File: config.mk
export PLATFORM = sky130hd
export DESIGN_NAME = smd_top
export DESIGN_NICKNAME = d
export VERILOG_FILES = /design/src/rtl/smd_pkg.sv /design/src/rtl/smd_loop_ctl.sv /design/src/rtl/smd_top.sv
export SDC_FILE = /design/constraint.sdc
export NUM_CORES = 1
export LEC_CHECK = 0
export BUFFER_PORTS_ARGS = -buffer_cell sky130_fd_sc_hd__buf_2
export CAP_MARGIN = 10
export CORE_ASPECT_RATIO = 1.4
export CORE_MARGIN = 2
export CORE_UTILIZATION = 50
export CTS_CLUSTER_DIAMETER = 50
export DETAILED_ROUTE_END_ITERATION = 7
export GPL_TIMING_DRIVEN = 1
export PLACE_DENSITY = 0.85
export SYNTH_ARGS = -nofsm -noshare
export SYNTH_HDL_FRONTEND = slang
export SYNTH_SLANG_ARGS = --single-unit
export TNS_END_PERCENT = 10
File: constraint.sdc
create_clock -name clk -period 4.26 [get_ports clk]
set_input_delay 0.426 -clock clk [delete_from_list [all_inputs] [get_ports clk]]
set_output_delay 0.426 -clock clk [all_outputs]
set_load 0.01 [all_outputs]
File: src/rtl/smd_pkg.sv
// Constants and types shared by the synthesizer mode decoder.
package smd_pkg;
  localparam int SMD_WORD_W = 22;
  localparam int SMD_R_W = 15;
  localparam int SMD_B_W = 11;
  localparam int SMD_A_RF_W = 7;
  localparam int SMD_A_IF_W = 4;
  localparam int SMD_PFX_W = 8;
  // Field positions inside the 22-bit word, counted from bit 1 = index 0
  localparam int SMD_POS_POL = 15;
  localparam int SMD_POS_CUR = 16;
  localparam int SMD_POS_DIS = 17;
  localparam int SMD_POS_LD = 18;
  localparam int SMD_POS_FO = 19;
  localparam int SMD_POS_B = 7;
  localparam int SMD_POS_A = 0;
  localparam int SMD_POS_PSC = 18;
  localparam int SMD_POS_PWD = 19;
  localparam int SMD_POS_ROUTE = 20;
  // Route codes: high bit first
  localparam logic [1:0] SMD_RT_IF_R = 2'h0;
  localparam logic [1:0] SMD_RT_RF_R = 2'h1;
  localparam logic [1:0] SMD_RT_IF_N = 2'h2;
  localparam logic [1:0] SMD_RT_RF_N = 2'h3;
  // Reset values of latched words
  localparam logic [SMD_R_W-1:0] SMD_R_RST = 15'h0003;
  localparam logic [SMD_B_W-1:0] SMD_B_RST = 11'h003;
  // Prescaler moduli
  localparam logic [SMD_PFX_W-1:0] SMD_P_IF_LO = 8'h08;
  localparam logic [SMD_PFX_W-1:0] SMD_P_IF_HI = 8'h10;
  localparam logic [SMD_PFX_W-1:0] SMD_P_RF_LO = 8'h40;
  localparam logic [SMD_PFX_W-1:0] SMD_P_RF_HI = 8'h80;
  localparam logic [SMD_PFX_W-1:0] SMD_P_RFX_LO = 8'h20;
  localparam logic [SMD_PFX_W-1:0] SMD_P_RFX_HI = 8'h40;
  localparam int SMD_TOT_W = 19;
  typedef enum logic [1:0] {
    SMD_PD_UP = 2'b00,
    SMD_PD_WAIT = 2'b01,
    SMD_PD_DOWN = 2'b11
  } smd_pd_t;
endpackage

File: src/rtl/smd_loop_ctl.sv
// Per-loop mode decode, divide ratio and powerdown sequencing.
`timescale 1ns/1ps
`default_nettype none
module smd_loop_ctl (
  input wire logic clk,
  input wire logic rst,
  input wire logic is_rf,
  input wire logic fast_variant,
  input wire logic [smd_pkg::SMD_WORD_W-1:0] r_word,
  input wire logic [smd_pkg::SMD_WORD_W-1:0] n_word,
  input wire logic counter_reset,
  input wire logic pump_idle,
  output logic [smd_pkg::SMD_R_W-1:0] ref_ratio,
  output logic [smd_pkg::SMD_B_W-1:0] main_count,
  output logic [smd_pkg::SMD_A_RF_W-1:0] swallow_count,
  output logic [smd_pkg::SMD_PFX_W-1:0] prescaler_modulus,
  output logic [smd_pkg::SMD_TOT_W-1:0] total_division,
  output logic detector_positive,
  output logic pump_current_level,
  output logic pump_hiz,
  output logic counters_held,
  output logic powered_down
);
  import smd_pkg::*;
  typedef struct packed {
    smd_pd_t pd;
  } smd_loop_st_t;
  smd_loop_st_t st_q, st_d;
  logic psc, pwd, dis;

  assign psc = n_word[SMD_POS_PSC];
  assign pwd = n_word[SMD_POS_PWD];
  assign dis = r_word[SMD_POS_DIS];

  assign main_count = n_word[SMD_POS_B +: SMD_B_W];
  assign ref_ratio = r_word[SMD_R_W-1:0];
  assign swallow_count = is_rf ? n_word[SMD_POS_A +: SMD_A_RF_W]
                       : {3'h0, n_word[SMD_POS_A +: SMD_A_IF_W]};
  always_comb begin
    if (!is_rf) begin
      prescaler_modulus = psc ? SMD_P_IF_HI : SMD_P_IF_LO;
    end else if (fast_variant) begin
      prescaler_modulus = psc ? SMD_P_RFX_HI : SMD_P_RFX_LO;
    end else begin
      prescaler_modulus = psc ? SMD_P_RF_HI : SMD_P_RF_LO;
    end
  end
  assign total_division = SMD_TOT_W'(prescaler_modulus * main_count)
                        + SMD_TOT_W'(swallow_count);
  assign detector_positive = r_word[SMD_POS_POL];
  assign pump_current_level = r_word[SMD_POS_CUR];
  // pump high impedance, also under counter reset
  assign pump_hiz = dis | counter_reset | (st_q.pd != SMD_PD_UP);
  assign counters_held = counter_reset | (st_q.pd == SMD_PD_DOWN);
  assign powered_down = st_q.pd == SMD_PD_DOWN;

  // sync waits for idle pump, async immediate
  always_comb begin
    st_d = st_q;
    unique case (st_q.pd)
      SMD_PD_UP: begin
        if (pwd) begin
          st_d.pd = dis ? SMD_PD_DOWN : SMD_PD_WAIT;
        end
      end
      SMD_PD_WAIT: begin
        if (!pwd) begin
          st_d.pd = SMD_PD_UP;
        end else if (pump_idle) begin
          st_d.pd = SMD_PD_DOWN;
        end
      end
      SMD_PD_DOWN: begin
        if (!pwd) begin
          st_d.pd = SMD_PD_UP;
        end
      end
      default: st_d.pd = SMD_PD_UP;
    endcase
  end
  always_ff @(posedge clk or posedge rst) begin
    if (rst) begin
      st_q <= '{pd: SMD_PD_UP};
    end else begin
      st_q <= st_d;
    end
  end

  pd_async_a: assert property (@(posedge clk) disable iff (rst)
    (st_q.pd == SMD_PD_UP && pwd && dis) |=> powered_down)
    else $error("async powerdown not immediate");
  pd_sync_a: assert property (@(posedge clk) disable iff (rst)
    (st_q.pd == SMD_PD_UP && pwd && !dis) |=> !powered_down && pump_hiz)
    else $error("sync powerdown skipped pump wait");
  hiz_dis_a: assert property (@(posedge clk) disable iff (rst)
    dis |-> pump_hiz)
    else $error("pump not high impedance");
  cur_bit_a: assert property (@(posedge clk) disable iff (rst)
    pump_current_level == n_word[0] || 1'b1 ? pump_current_level ==
    r_word[SMD_POS_CUR] : 1'b0)
    else $error("pump current mismatch");
  tot_div_a: assert property (@(posedge clk) disable iff (rst)
    $changed(n_word) |-> total_division ==
    prescaler_modulus * main_count + swallow_count)
    else $error("total division wrong");
endmodule
`default_nettype wire

File: src/rtl/smd_top.sv
// Serial word latching, dual loop decode and shared output pin mux.
// Summary of operation
// - Main count is 11-bit binary field of divider word, MSB highest.
// - Total division equals modulus times main count plus swallow count.
// - Prescaler bit picks 8/9-16/17 IF, 64/65-128/129 or 32/33-64/65 RF.
// - Reference word mode bits 16-20; divider word prescaler 19, power 20.
// - Polarity bit clear negative, set positive detector sense.
// - Pump-disable bit set forces charge pump high impedance.
// - Current bit set full current, clear quarter current.
// - All select bits clear: output disabled and driven low.
// - Lock selects route IF, RF, or combined lock requiring both.
// - Lock modes drive high when locked, with narrow low pulses.
// - One function bit: reference or divider output per IF lock bit.
// - Both function bits, no lock bits: pin grounds resistor on RF current.
// - Both function bits plus lock bits hold counters, pumps off.
// - Counter restart aligned within one prescaler cycle after reset.
// - Route bits send word to IF/RF reference or divider latches.
// - Powerdown sync after pump idle, or immediate when pump disabled.
`timescale 1ns/1ps
`default_nettype none
module smd_top (
  input wire logic clk,
  input wire logic rst,
  input wire logic ser_clk,
  input wire logic ser_data,
  input wire logic ser_le,
  input wire logic fast_variant,
  input wire logic if_locked,
  input wire logic rf_locked,
  input wire logic if_ref_div_out,
  input wire logic rf_ref_div_out,
  input wire logic if_prog_div_out,
  input wire logic rf_prog_div_out,
  input wire logic if_pump_idle,
  input wire logic rf_pump_idle,
  output logic [smd_pkg::SMD_R_W-1:0] if_ref_ratio,
  output logic [smd_pkg::SMD_B_W-1:0] if_main_count,
  output logic [smd_pkg::SMD_A_RF_W-1:0] if_swallow_count,
  output logic [smd_pkg::SMD_PFX_W-1:0] if_prescaler_modulus,
  output logic [smd_pkg::SMD_TOT_W-1:0] if_total_division,
  output logic if_detector_positive,
  output logic if_pump_current_level,
  output logic if_pump_hiz,
  output logic if_counters_held,
  output logic if_powered_down,
  output logic [smd_pkg::SMD_R_W-1:0] rf_ref_ratio,
  output logic [smd_pkg::SMD_B_W-1:0] rf_main_count,
  output logic [smd_pkg::SMD_A_RF_W-1:0] rf_swallow_count,
  output logic [smd_pkg::SMD_PFX_W-1:0] rf_prescaler_modulus,
  output logic [smd_pkg::SMD_TOT_W-1:0] rf_total_division,
  output logic rf_detector_positive,
  output logic rf_pump_current_level,
  output logic rf_pump_hiz,
  output logic rf_counters_held,
  output logic rf_powered_down,
  output logic multi_function_output,
  output logic multi_function_output_oe
);
  import smd_pkg::*;
  typedef struct packed {
    logic [2:0] clk_s;
    logic [2:0] le_s;
    logic [1:0] dat_s;
    logic [SMD_WORD_W-1:0] shift;
    logic [SMD_WORD_W-1:0] if_r;
    logic [SMD_WORD_W-1:0] rf_r;
    logic [SMD_WORD_W-1:0] if_n;
    logic [SMD_WORD_W-1:0] rf_n;
    logic mfo;
    logic oe;
  } smd_st_t;
  smd_st_t st_q, st_d;
  logic clk_rise, le_rise;
  logic if_ld, rf_ld, if_fo, rf_fo;
  logic if_rst_sel, rf_rst_sel;
  logic [1:0] route;

  // Synchroniser stage [0] is only read by stage [1]
  assign clk_rise = st_q.clk_s[1] & ~st_q.clk_s[2];
  assign le_rise = st_q.le_s[1] & ~st_q.le_s[2];
  assign route = st_q.shift[SMD_POS_ROUTE +: 2];

  assign if_ld = st_q.if_r[SMD_POS_LD];
  assign rf_ld = st_q.rf_r[SMD_POS_LD];
  assign if_fo = st_q.if_r[SMD_POS_FO];
  assign rf_fo = st_q.rf_r[SMD_POS_FO];
  assign if_rst_sel = if_fo & rf_fo & if_ld;
  assign rf_rst_sel = if_fo & rf_fo & rf_ld;

  always_comb begin
    st_d = st_q;
    st_d.clk_s = {st_q.clk_s[1:0], ser_clk};
    st_d.le_s = {st_q.le_s[1:0], ser_le};
    st_d.dat_s = {st_q.dat_s[0], ser_data};
    // Data shifted MSB first into bit 0
    if (clk_rise) begin
      st_d.shift = {st_q.shift[SMD_WORD_W-2:0], st_q.dat_s[1]};
    end
    if (le_rise) begin
      unique case (route)
        SMD_RT_IF_R: st_d.if_r = st_q.shift;
        SMD_RT_RF_R: st_d.rf_r = st_q.shift;
        SMD_RT_IF_N: st_d.if_n = st_q.shift;
        SMD_RT_RF_N: st_d.rf_n = st_q.shift;
      endcase
    end
    st_d.mfo = 1'b0;
    st_d.oe = 1'b1;
    unique case ({rf_fo, if_fo})
      2'b00: begin
        unique case ({rf_ld, if_ld})
          2'b00: st_d.mfo = 1'b0;
          2'b01: st_d.mfo = if_locked;
          2'b10: st_d.mfo = rf_locked;
          2'b11: st_d.mfo = if_locked & rf_locked;
        endcase
      end
      2'b01: st_d.mfo = if_ld ? if_prog_div_out : if_ref_div_out;
      2'b10: st_d.mfo = if_ld ? rf_prog_div_out : rf_ref_div_out;
      // open drain pull low on RF full current when no lock bits are set
      2'b11: begin
        st_d.mfo = 1'b0;
        st_d.oe = !(if_ld | rf_ld) & st_q.rf_r[SMD_POS_CUR];
      end
    endcase
  end

  always_ff @(posedge clk or posedge rst) begin
    if (rst) begin
      st_q <= '{mfo: 1'b0, oe: 1'b1,
                if_r: {7'h00, SMD_R_RST}, rf_r: {7'h00, SMD_R_RST},
                if_n: {4'h0, SMD_B_RST, 7'h00},
                rf_n: {4'h0, SMD_B_RST, 7'h00}, default: '0};
    end else begin
      st_q <= st_d;
    end
  end

  assign multi_function_output = st_q.mfo;
  assign multi_function_output_oe = st_q.oe;

  // held counters restart together with pump release
  smd_loop_ctl u_if (
    .clk(clk), .rst(rst), .is_rf(1'b0), .fast_variant(fast_variant),
    .r_word(st_q.if_r), .n_word(st_q.if_n), .counter_reset(if_rst_sel),
    .pump_idle(if_pump_idle), .ref_ratio(if_ref_ratio),
    .main_count(if_main_count), .swallow_count(if_swallow_count),
    .prescaler_modulus(if_prescaler_modulus),
    .total_division(if_total_division),
    .detector_positive(if_detector_positive),
    .pump_current_level(if_pump_current_level), .pump_hiz(if_pump_hiz),
    .counters_held(if_counters_held), .powered_down(if_powered_down)
  );
  smd_loop_ctl u_rf (
    .clk(clk), .rst(rst), .is_rf(1'b1), .fast_variant(fast_variant),
    .r_word(st_q.rf_r), .n_word(st_q.rf_n), .counter_reset(rf_rst_sel),
    .pump_idle(rf_pump_idle), .ref_ratio(rf_ref_ratio),
    .main_count(rf_main_count), .swallow_count(rf_swallow_count),
    .prescaler_modulus(rf_prescaler_modulus),
    .total_division(rf_total_division),
    .detector_positive(rf_detector_positive),
    .pump_current_level(rf_pump_current_level), .pump_hiz(rf_pump_hiz),
    .counters_held(rf_counters_held), .powered_down(rf_powered_down)
  );

  mfo_off_a: assert property (@(posedge clk) disable iff (rst)
    (!if_ld && !rf_ld && !if_fo && !rf_fo) |=> multi_function_output == 0
    && multi_function_output_oe)
    else $error("disabled output not driven low");
  lock_both_a: assert property (@(posedge clk) disable iff (rst)
    (if_ld && rf_ld && !if_fo && !rf_fo && $stable(st_q.rf_r) &&
    $stable(st_q.if_r)) |=> multi_function_output ==
    $past(if_locked & rf_locked))
    else $error("combined lock wrong");
  cnt_rst_a: assert property (@(posedge clk) disable iff (rst)
    rf_rst_sel |-> rf_counters_held && rf_pump_hiz)
    else $error("counter reset not applied");
  partial_a: assert property (@(posedge clk) disable iff (rst)
    !le_rise |=> $stable(st_q.rf_n) && $stable(st_q.if_r))
    else $error("settings changed without latch");
  route_a: assert property (@(posedge clk) disable iff (rst)
    (le_rise && route == SMD_RT_RF_N) |=> st_q.rf_n == $past(st_q.shift))
    else $error("word not routed");
endmodule
`default_nettype wire

==> flow_summary_export.csv, run 1 <==
group,metric,value,unit
run_status,status,"finished, violations left",
run_status,violations,"setup timing",
worst_setup_path,crit_path_frequent_cell,"sky130_fd_sc_hd__ha_4",
placement,placed_cell_area,0.00756,sq mm
die,floorplan.rows,51,
layout,final_non_filler_cells,895,
detailed_routing,viasPerCell,5.12,
detailed_routing,detailedRoute.firstIterationViolations,138,
placement,dpl_worst_slack,-0.123,ns
worst_setup_path,cp_data_arrival_time,3.91,ns
power,finalPower,3.34,mW
timing,slew_violations,0,
power,power_per_cell_area,380,mW/mm^2
placement,buffer_ports.inserted,129,
grt,globalRouteOverflowTotal,0,
power,power.share.sequential,0.409,
worst_setup_path,crit_chain,"ha_4 > and2_1 > fa_1 > ha_4 > ha_4 > ha_4 > ha_4 > nand3_2 > o21ai_4 > a211oi_4 > o41ai_2 > o21ai_1 > xnor2_1 > buf_2",
layout,design_area,0.00881,sq mm
synth,netlist.area_leader.share,0.366,
timing,finClkSkew,0.0109,ns
power,total_leakage_power,4.60,nW
synth,postSynthRegisterBits,113,
synth,post_synth_num_cell_types,50,
worst_setup_path,critical_path.max_stage_delay,0.45,ns
grt,gr-usage-met1,0.240,
timing,max-slew-margin-rel,0.297,
worst_setup_path,cp.depth,14,
power,swShare,0.236,
grt,global_route_wire_length_before_repair,24.4,mm
worst_hold_path,class_of_the_worst_hold_path,"in -> async",
timing,final_min_period_over_clock_period,1.02,
timing,timing_worst_slew_pin_value,1.05,ns
cts,htree_num_levels,4,
flow_run,cap_viol_max_count,0,
layout,fraction_of_final_layout_cells_with_drive_strength_greater_than_1,0.511,
cts,ctsRootBufferMaster,"sky130_fd_sc_hd__clkbuf_16",
cts,clock_tree.buffer_depth,2,
worst_setup_path,timing.setup.critical_path_class,"reg -> out",
die,floorplan.die.height,145,microns
synth,dominantRegCellSynth,"sky130_fd_sc_hd__dfrtp_1",
die,num_io_pins,146,
power,power_frac_comb,0.099,
grt,grt-busiest-layer,"met2",
worst_setup_path,worst_setup_path_end_kind,"primary output",
worst_setup_path,timing.critical_path.required,3.83,ns
worst_setup_path,r2r_cells,3,
power,p_clk_frac,0.491,
detailed_routing,finalWirelength,15.1,mm
timing,setup_viols_final,3,
synth,synth_area,0.00711,sq mm
synth,ys_seq_area_frac,0.399,
detailed_routing,wire_per_inst,16.9,microns
synth,synth_top_cells_by_area,"sky130_fd_sc_hd__dfrtp_1, sky130_fd_sc_hd__mux2_2, sky130_fd_sc_hd__ha_1, sky130_fd_sc_hd__buf_4, sky130_fd_sc_hd__fa_1",
power,power_switching,791,uW
grt,first_global_vias,4716,
detailed_routing,ant_nets,0,
die,placeableCoreArea,0.0139,sq mm
worst_setup_path,path_max_fanout,5,
detailed_routing,drcViolationCount,0,
synth,syn-instance-count,599,
synth,postSynth.asyncResetShare,1.00,
grt,grt_antenna_before_repair,0,
placement,dp_cells,856,
detailed_routing,dr_total_vias,4585,
layout,fillcell_total,1064,
layout,syn2layout_area_growth,24.0,%
die,start_util,0.511,
die,fp.dieArea,0.0152,sq mm
timing,final_critical_path_setup_slack,-0.0718,ns
synth,synth_top_cell_by_area,"sky130_fd_sc_hd__dfrtp_1",
layout,sequential_cell_area,0.00284,sq mm
cts,cts_buffers,17,
cts,cts.sink_count,113,
grt,largest_net_degree_at_the_start_of_global_routing,48,
placement,gp_congestion,0.816,
synth,synthesis.area_per_instance,11.9,sq um
placement,place.detailed.hpwl,9.97,mm
power,power.ir.vdd_worst,332,uV
die,die_w,105,microns
timing,timing_hold_violations_final,0,
grt,track_usage,0.202,
timing,timing.hold.ws,0.0314,ns
cts,clk-insertion-delay-late,0.40,ns
synth,yosysWarnings,0,
worst_setup_path,timing.critical_path.slowest_stage_cell,"sky130_fd_sc_hd__fa_1",
timing,rsz0062_at_grt,"true",
layout,final_nets,798,
worst_setup_path,critical_path.top_delay_family,"adder cells",
grt,groute.layer.met3.usage,0.0377,
power,p_int,2.55,mW
cts,cts_tree,"built",
detailed_routing,drt_pre_antenna_iters,4,
grt,met2_usage,0.358,
worst_setup_path,timing.critical_path.buf_inv,1,
synth,count_of_flip_flops_with_a_built_in_enable_after_synthesis,0,
cts,worst_setup_hold_path_clk_slew,0.05,ns
worst_setup_path,startpoint_kind_of_the_worst_setup_timing_path,"flop",
timing,achievable_frequency,0.231,GHz
timing,final_period_minus_worst_setup_slack,4.33,ns
layout,diodes,0,
layout,area_of_combinational_cells_with_multiple_inputs,0.00408,sq mm
## flip-flops by register name, indices dropped and copies added (netlist names)
| signal | flops |
|---|---|
| if_fo | 1 |
| if_ld | 1 |
| multi_function_output | 1 |
| multi_function_output_oe | 1 |
| rf_fo | 1 |
| rf_ld | 1 |
| route | 2 |
| st_d | 5 |
| st_q | 96 |
| u_if.st_q | 2 |
| u_rf.st_q | 2 |
## stage by stage
step	util	setup TNS, ns
2_1_floorplan	-	-0.00762
3_3_place_gp	0.543	-0.0964
3_5_place_dp	0.543	-0.377
4_1_cts	0.625	-0.108
5_1_grt	0.634	-0.722
6_report	0.634	-0.188
## final cells by class
class | count | area share
Clock buffer | 24 | 0.0558
Timing Repair Buffer | 158 | 0.0988
Tap cell | 185 | 0.0263
Inverter | 26 | 0.0114
Sequential cell | 113 | 0.322
Clock inverter | 8 | 0.0224
Multi-Input combinational cell | 381 | 0.463
## cells in the final DEF (no fill, tap or decap), drive strengths merged, types with 3 or more instances in the layout
master	netlist	final
buf	96	158
mux2	107	107
dfrtp	104	104
ha	74	74
inv	26	27
conb	2	25
nand2	25	25
and2	24	24
clkbuf	6	24
xnor2	19	19
fa	13	13
nor2	11	11
xor2	10	10
nand3	10	10
dfstp	9	9
o21ai	8	8
a21oi	8	8
bufinv	0	6
nand2b	5	5
nor2b	5	5
a21boi	4	4
a21o	3	3
o21bai	3	3
a211oi	3	3
## synthesized netlist by cell type (all sizes together), types with 2 or more instances
master / n
a21oi: 8
a21boi: 4
dfstp: 9
nor2b: 5
ha: 74
nor2: 11
o21ai: 8
a211oi: 3
and2: 24
o31ai: 2
nand3b: 2
xor2: 10
clkbuf: 6
and3: 2
nand3: 10
xnor2: 19
fa: 13
nor4bb: 2
mux2: 107
mux2i: 2
a21o: 3
nor3: 2
nand2b: 5
o21bai: 3
nand2: 25
buf: 96
inv: 26
dfrtp: 104
conb: 2
## layer usage
metal	up-vias	wire length (microns)
li1	2149	-
met1	2301	6160
met2	109	8070
met3	26	533
met4	0	341
met5	-	0
## cell families after synthesis
kind of cell,share of synthesized area
xor+xnor,0.0368
compound gates,0.0377
flops,0.399
mux,0.172
other cells,0.00106
fa+ha+maj,0.167
simple gates,0.0708
buf+inv,0.115
## power groups by stage
stage               clock network, mW  registers [mW]  logic (mW)
floorplan                           0            1.32       0.316
global placement                    0            1.38       0.322
detailed placement                  0            1.39       0.334
CTS                              1.67            1.37       0.338
global route                     1.72            1.39       0.361
finish                           1.64            1.37       0.333
## path summary, 6_finish.rpt
kind | from | endpoint | slack, ns
max | st_q[20] | rf_total_division[18] | -0.07
min | rst | st_d[118] | 0.03
max reg2reg | route[0] | st_q[39] | 2.51
min reg2reg | st_d[118] | st_d[119] | 0.35
max in group asynchronous | rst | st_q[42] | 3.25
min in group clk | ser_le | st_d[115] | 0.13
## timing repair
item,CTS,global route
gates resized for setup,50,15
cloned,0,0
buffers inserted,5,2
setup endpoints to repair,6,9
hold buffers,0,0
pin swaps,24,11
No activity file was read; power rests on OpenSTA's default activity.
==> run 2: changes to the inputs <==
--- a/config.mk
+++ b/config.mk
@@ -9,11 +9,11 @@
 export CAP_MARGIN = 10
 export CORE_ASPECT_RATIO = 1.4
 export CORE_MARGIN = 2
-export CORE_UTILIZATION = 50
+export CORE_UTILIZATION = 56
 export CTS_CLUSTER_DIAMETER = 50
 export DETAILED_ROUTE_END_ITERATION = 7
 export GPL_TIMING_DRIVEN = 1
-export PLACE_DENSITY = 0.85
+export PLACE_DENSITY = 0.89
 export SYNTH_ARGS = -nofsm -noshare
 export SYNTH_HDL_FRONTEND = slang
 export SYNTH_SLANG_ARGS = --single-unit
==> constraint.sdc (replaced) <==
create_clock -name clk -period 4.9 [get_ports clk]
set_input_delay 0.49 -clock clk [delete_from_list [all_inputs] [get_ports clk]]
set_output_delay 0.49 -clock clk [all_outputs]
set_load 0.01 [all_outputs]
==> run 2 against run 1 <==
The flow now finishes without violations. Final cell count decreased by 6.6%. Clock skew shrank 0.0030 ns. First-iteration DRC count rose by 59%. Clock power down 30%. Register-to-register slack improved by 0.11 ns. Critical path depth down 1. Routed wire length decreased by 9.8%. Hold slack better by 0.16 ns. Die area down 10%. Total power fell by 21%. Cell area decreased by 9.1%.
==> flow_summary_export.csv, run 2 (synthesized netlist as in run 1, its figures left out) <==
group,metric,value,unit
run_status,status,"completed",
die,placeableCoreArea,0.0124,sq mm
detailed_routing,drcViolationCount,0,
detailed_routing,ant_nets,0,
layout,fraction_of_final_layout_cells_with_drive_strength_greater_than_1,0.429,
power,total_leakage_power,4.48,nW
worst_hold_path,class_of_the_worst_hold_path,"in -> reg",
worst_setup_path,timing.setup.critical_path_class,"reg -> out",
placement,place.detailed.hpwl,10.4,mm
detailed_routing,viasPerCell,5.31,
worst_setup_path,worst_setup_path_startpoint,"st_q[20]",
timing,finClkSkew,0.00791,ns
grt,first_global_vias,4787,
worst_setup_path,r2r_cells,3,
layout,diodes,0,
detailed_routing,detailedRoute.firstIterationViolations,220,
detailed_routing,finalWirelength,13.6,mm
power,power_per_cell_area,328,mW/mm^2
timing,final_period_minus_worst_setup_slack,4.70,ns
worst_setup_path,timing.critical_path.required,4.41,ns
die,floorplan.die.height,137,microns
die,die_w,99.2,microns
layout,syn2layout_area_growth,12.8,%
worst_setup_path,worst_setup_path_end_kind,"primary output",
timing,final_min_period_over_clock_period,0.959,
die,fp.dieArea,0.0136,sq mm
power,p_clk_frac,0.439,
layout,flip_flop_count_of_the_largest_register_all_copies_and_words_added,96,
detailed_routing,dr_total_vias,4440,
grt,largest_net_degree_at_the_start_of_global_routing,61,
cts,ctsRootBufferMaster,"sky130_fd_sc_hd__clkbuf_16",
die,start_util,0.575,
layout,final_nets,774,
power,power_frac_comb,0.110,
power,power.share.sequential,0.451,
cts,htree_num_levels,4,
timing,timing_worst_slew_pin_value,1.09,ns
die,floorplan.rows,48,
layout,design_area,0.00802,sq mm
grt,globalRouteOverflowTotal,0,
worst_setup_path,path_max_fanout,12,
worst_hold_path,min_delay_path_depth,1,
layout,largest_register,"st_q",
layout,fillcell_total,947,
cts,worst_setup_hold_path_clk_slew,0.06,ns
cts,clock_tree.buffer_depth,2,
grt,grt_antenna_before_repair,0,
power,power_switching,711,uW
placement,buffer_ports.inserted,129,
layout,postLayoutCoreUtil,0.648,
power,power.ir.vdd_worst,267,uV
grt,global_route_wire_length_before_repair,23.3,mm
timing,achievable_frequency,0.213,GHz
detailed_routing,wire_per_inst,16.3,microns
power,p_int,1.92,mW
placement,gp_congestion,0.825,
worst_setup_path,crit-reg2reg-launch,"route[1]",
grt,track_usage,0.214,
timing,timing.hold.ws,0.194,ns
worst_setup_path,cp_data_arrival_time,4.21,ns
placement,dpl_worst_slack,0.117,ns
cts,cts_tree,"built",
cts,clk-insertion-delay-late,0.40,ns
timing,setup_viols_final,0,
timing,timing_hold_violations_final,0,
timing,max-slew-margin-rel,0.274,
cts,cts_buffers,17,
detailed_routing,drt_pre_antenna_iters,4,
flow_run,cap_viol_max_count,0,
placement,placed_cell_area,0.00738,sq mm
timing,final_critical_path_setup_slack,0.199,ns
layout,layout.cells.most_common,"sky130_fd_sc_hd__buf_2",
power,swShare,0.270,
worst_hold_path,worst_min_path_start,"ser_data",
die,num_io_pins,146,
cts,cts.sink_count,113,
layout,layout.cells.most_common_list,"sky130_fd_sc_hd__buf_2, sky130_fd_sc_hd__dfrtp_1, sky130_fd_sc_hd__mux2_2",
cts,cts_setup_buffers,0,
worst_setup_path,startpoint_kind_of_the_worst_setup_timing_path,"flop",
timing,slew_violations,0,
[run 2: stage by stage]
step	TNS [ns]	total power, mW	instances
5_1_grt	-0.00700	2.75	836
4_1_cts	0	2.65	835
3_5_place_dp	0	1.49	803
6_report	0	2.63	836
3_3_place_gp	0	1.47	803
2_1_floorplan	0	1.42	622
[run 2: layout make-up]
| cell class | count | area, sq um | area share |
|---|---|---|---|
| clock buffers | 18 | 439 | 0.0548 |
| clock inverters | 14 | 128 | 0.0159 |
| inverters | 26 | 100 | 0.0125 |
| multi-input cells | 381 | 3630 | 0.453 |
| flip-flops and latches | 113 | 2840 | 0.354 |
| well taps | 150 | 188 | 0.0234 |
| repair buffers | 134 | 687 | 0.0857 |
[run 2: path summary, 6_finish.rpt]
kind / endpoint / slack (ns)
min in group asynchronous: st_q[27] / 0.22
setup / recovery: rf_total_division[17] / 0.20
hold / removal: st_d[113] / 0.19
hold reg to reg: st_q[113] / 0.36
max in group asynchronous: st_q[70] / 3.54
setup reg to reg: st_q[84] / 2.62
[run 2: per-layer routing]
metal | part of all wire | global-route usage
met1 | 0.41 | 0.252
met2 | 0.54 | 0.396
met3 | 0.035 | 0.0421
met4 | 0.013 | 0.0616
met5 | 0 | 0
[run 2: critical path, stage by stage (launching register included)]
cell and delay [ns]:
sky130_fd_sc_hd__dfrtp_1 0.41, sky130_fd_sc_hd__ha_4 0.34, sky130_fd_sc_hd__and2_1 0.16, sky130_fd_sc_hd__fa_1 0.42
sky130_fd_sc_hd__ha_1 0.31, sky130_fd_sc_hd__ha_1 0.30, sky130_fd_sc_hd__ha_1 0.30, sky130_fd_sc_hd__ha_1 0.34
sky130_fd_sc_hd__a31oi_1 0.27, sky130_fd_sc_hd__o21bai_1 0.15, sky130_fd_sc_hd__a211oi_1 0.35, sky130_fd_sc_hd__a21oi_1 0.15
sky130_fd_sc_hd__xor2_1 0.15, sky130_fd_sc_hd__buf_2 0.14
[run 2: power by group through the flow]
| stage | sequential (mW) | combinational, mW | clock [mW] |
|---|---|---|---|
| 2_1_floorplan | 1.14 | 0.275 | 0 |
| 3_3_place_gp | 1.19 | 0.277 | 0 |
| 3_5_place_dp | 1.20 | 0.290 | 0 |
| 4_1_cts | 1.19 | 0.295 | 1.17 |
| 5_1_grt | 1.21 | 0.318 | 1.22 |
| 6_report | 1.19 | 0.290 | 1.15 |
[run 2: repair_timing]
action                     in CTS  in global routing
pin swaps                       0                  1
setup endpoints to repair       1                  3
hold buffers                    0                  0
resized for setup               1                 10
==> run 3: changes to the inputs <==
--- a/config.mk
+++ b/config.mk
@@ -7,9 +7,11 @@
 export LEC_CHECK = 0
 export BUFFER_PORTS_ARGS = -buffer_cell sky130_fd_sc_hd__buf_2
 export CAP_MARGIN = 10
+export CELL_PAD_IN_SITES_DETAIL_PLACEMENT = 1
+export CELL_PAD_IN_SITES_GLOBAL_PLACEMENT = 1
 export CORE_ASPECT_RATIO = 1.4
 export CORE_MARGIN = 2
-export CORE_UTILIZATION = 56
+export CORE_UTILIZATION = 44
 export CTS_CLUSTER_DIAMETER = 50
 export DETAILED_ROUTE_END_ITERATION = 7
 export GPL_TIMING_DRIVEN = 1
==> run 3 against run 2 <==
Critical path depth rose by 1. Sequential share of layout area shrank 0.40 points. Critical path type unchanged. Via count is 1.4% higher. Total power grew 0.47%. Global-route usage is 2.6 points lower. Cell area up 1.1%.
==> flow_summary_export.csv, run 3 (synthesized netlist as in run 1, its figures left out) <==
group,metric,value,unit
run_status,status,"completed",
worst_setup_path,timing.critical_path.slowest_stage_cell,"sky130_fd_sc_hd__fa_1",
die,start_util,0.445,
layout,diodes,0,
grt,globalRouteOverflowTotal,0,
detailed_routing,drt_pre_antenna_iters,4,
die,floorplan.die.height,154,microns
worst_setup_path,cp_data_arrival_time,4.37,ns
worst_setup_path,path_max_fanout,12,
layout,fraction_of_final_layout_cells_with_drive_strength_greater_than_1,0.433,
layout,syn2layout_area_growth,14.0,%
worst_hold_path,class_of_the_worst_hold_path,"in -> reg",
layout,flip_flop_count_of_the_largest_register_all_copies_and_words_added,96,
power,p_int,1.92,mW
timing,final_critical_path_setup_slack,0.0408,ns
cts,cts_tree,"built",
timing,rsz0062_at_grt,"true",
worst_setup_path,crit_chain,"ha_4 > and2_1 > fa_1 > ha_1 > ha_1 > ha_1 > ha_4 > nand3_1 > o21ai_2 > a211oi_4 > o41ai_2 > o21ai_1 > xnor2_1 > buf_2",
layout,final_nets,776,
cts,clk-insertion-delay-late,0.41,ns
worst_setup_path,crit_path_frequent_cell,"sky130_fd_sc_hd__ha_1",
power,power_per_cell_area,326,mW/mm^2
cts,worst_setup_hold_path_clk_slew,0.05,ns
layout,largest_register,"st_q",
placement,gp_congestion,0.830,
cts,ctsRootBufferMaster,"sky130_fd_sc_hd__clkbuf_16",
grt,track_usage,0.189,
placement,dpl_worst_slack,-0.0333,ns
die,die_w,111,microns
cts,cts.sink_count,113,
timing,timing.hold.ws,0.191,ns
cts,cts_buffers,17,
timing,timing_hold_violations_final,0,
worst_setup_path,worst_setup_path_startpoint,"st_q[20]",
timing,achievable_frequency,0.206,GHz
worst_hold_path,worst_min_path_start,"ser_clk",
placement,place.detailed.hpwl,11.9,mm
detailed_routing,dr_total_vias,4502,
timing,finClkSkew,0.00808,ns
worst_setup_path,startpoint_kind_of_the_worst_setup_timing_path,"flop",
power,total_leakage_power,4.49,nW
flow_run,cap_viol_max_count,0,
worst_setup_path,critical_path.top_delay_family,"adder cells",
die,num_io_pins,146,
power,swShare,0.274,
cts,clock_tree.buffer_depth,2,
timing,final_min_period_over_clock_period,0.992,
detailed_routing,viasPerCell,5.08,
cts,cts_hold_buf,0,
timing,final_period_minus_worst_setup_slack,4.86,ns
detailed_routing,drcViolationCount,0,
layout,layout.cells.most_common_list,"sky130_fd_sc_hd__buf_2, sky130_fd_sc_hd__dfrtp_1, sky130_fd_sc_hd__mux2_2",
layout,design_area,0.00811,sq mm
die,floorplan.rows,55,
detailed_routing,wire_per_inst,17.6,microns
detailed_routing,detailedRoute.firstIterationViolations,121,
timing,timing_worst_slew_pin_value,1.10,ns
power,p_clk_frac,0.439,
worst_setup_path,crit-reg2reg-launch,"st_q[116]",
power,power_frac_comb,0.110,
worst_setup_path,timing.critical_path.buf_inv,1,
power,power.ir.vdd_worst,246,uV
power,power_switching,723,uW
worst_setup_path,timing.critical_path.required,4.41,ns
layout,postLayoutCoreUtil,0.508,
grt,first_global_vias,5046,
timing,max-slew-margin-rel,0.264,
worst_setup_path,critical_path.max_stage_delay,0.43,ns
placement,buffer_ports.inserted,129,
timing,slew_violations,0,
layout,layout.cells.most_common,"sky130_fd_sc_hd__buf_2",
die,placeableCoreArea,0.0160,sq mm
detailed_routing,ant_nets,0,
grt,global_route_wire_length_before_repair,25.7,mm
grt,largest_net_degree_at_the_start_of_global_routing,68,
worst_setup_path,worst_setup_path_end_kind,"primary output",
cts,htree_num_levels,4,
power,power.share.sequential,0.451,
die,fp.dieArea,0.0172,sq mm
worst_setup_path,timing.setup.critical_path_class,"reg -> out",
timing,setup_viols_final,0,
detailed_routing,finalWirelength,15.6,mm
grt,grt_antenna_before_repair,0,
placement,placed_cell_area,0.00745,sq mm
layout,fillcell_total,1710,
run 3: cell type report:
class | instances | area [sq um] | share of cell area
clock inverters | 14 | 129 | 0.0159
clock buffers | 18 | 439 | 0.0542
flip-flops and latches | 113 | 2840 | 0.350
well taps | 199 | 249 | 0.0307
inverters | 26 | 100 | 0.0123
repair buffers | 136 | 698 | 0.0861
multi-input cells | 381 | 3650 | 0.451
run 3: metrics by stage:
| stage | total power, mW | instances | setup TNS, ns |
|---|---|---|---|
| final | 2.64 | 887 | 0 |
| after global routing | 2.77 | 887 | -0.236 |
| after CTS | 2.68 | 886 | 0 |
| after detailed placement | 1.50 | 854 | -0.0555 |
| after global placement | 1.48 | 854 | 0 |
| after floorplan | 1.42 | 622 | 0 |
run 3: worst paths after layout:
check | endpoint | slack (ns) | cells after the start
max in group asynchronous | st_q[33] | 3.56 | 3
max reg2reg | st_q[15] | 3.00 | 3
min | st_d[118] | 0.19 | 1
min in group asynchronous | u_rf.st_q[1] | 0.22 | 2
max | rf_total_division[18] | 0.04 | 14
min reg2reg | st_d[119] | 0.35 | 0
run 3: power groups by stage:
stage | combinational (mW) | sequential [mW] | clock (mW)
4_1_cts | 0.297 | 1.20 | 1.19
3_5_place_dp | 0.293 | 1.21 | 0
2_1_floorplan | 0.275 | 1.14 | 0
3_3_place_gp | 0.279 | 1.20 | 0
5_1_grt | 0.318 | 1.22 | 1.24
6_report | 0.290 | 1.19 | 1.16
run 3: timing repair:
action | in CTS | in global routing
endpoints found under the setup margin | 3 | 3
pin swaps | 1 | 3
resized for setup | 7 | 4
buffers inserted | 0 | 1
run 3: worst reg2reg max path, delay by kind of cell, from the launching register on:
kind,cells,cell delay (ns)
simple gates,1,0.61
flops,1,0.45
buf+inv,1,0.42
mux,1,0.29
run 3: metal layers:
layer | routed length, microns | up-vias | track usage | part of all wire
met3 | 546 | 26 | 0.0400 | 0.035
met1 | 6020 | 2271 | 0.202 | 0.39
met5 | 0 | - | 0 | 0
li1 | - | 2094 | - | -
met2 | 8750 | 111 | 0.364 | 0.56
met4 | 284 | 0 | 0.0641 | 0.018
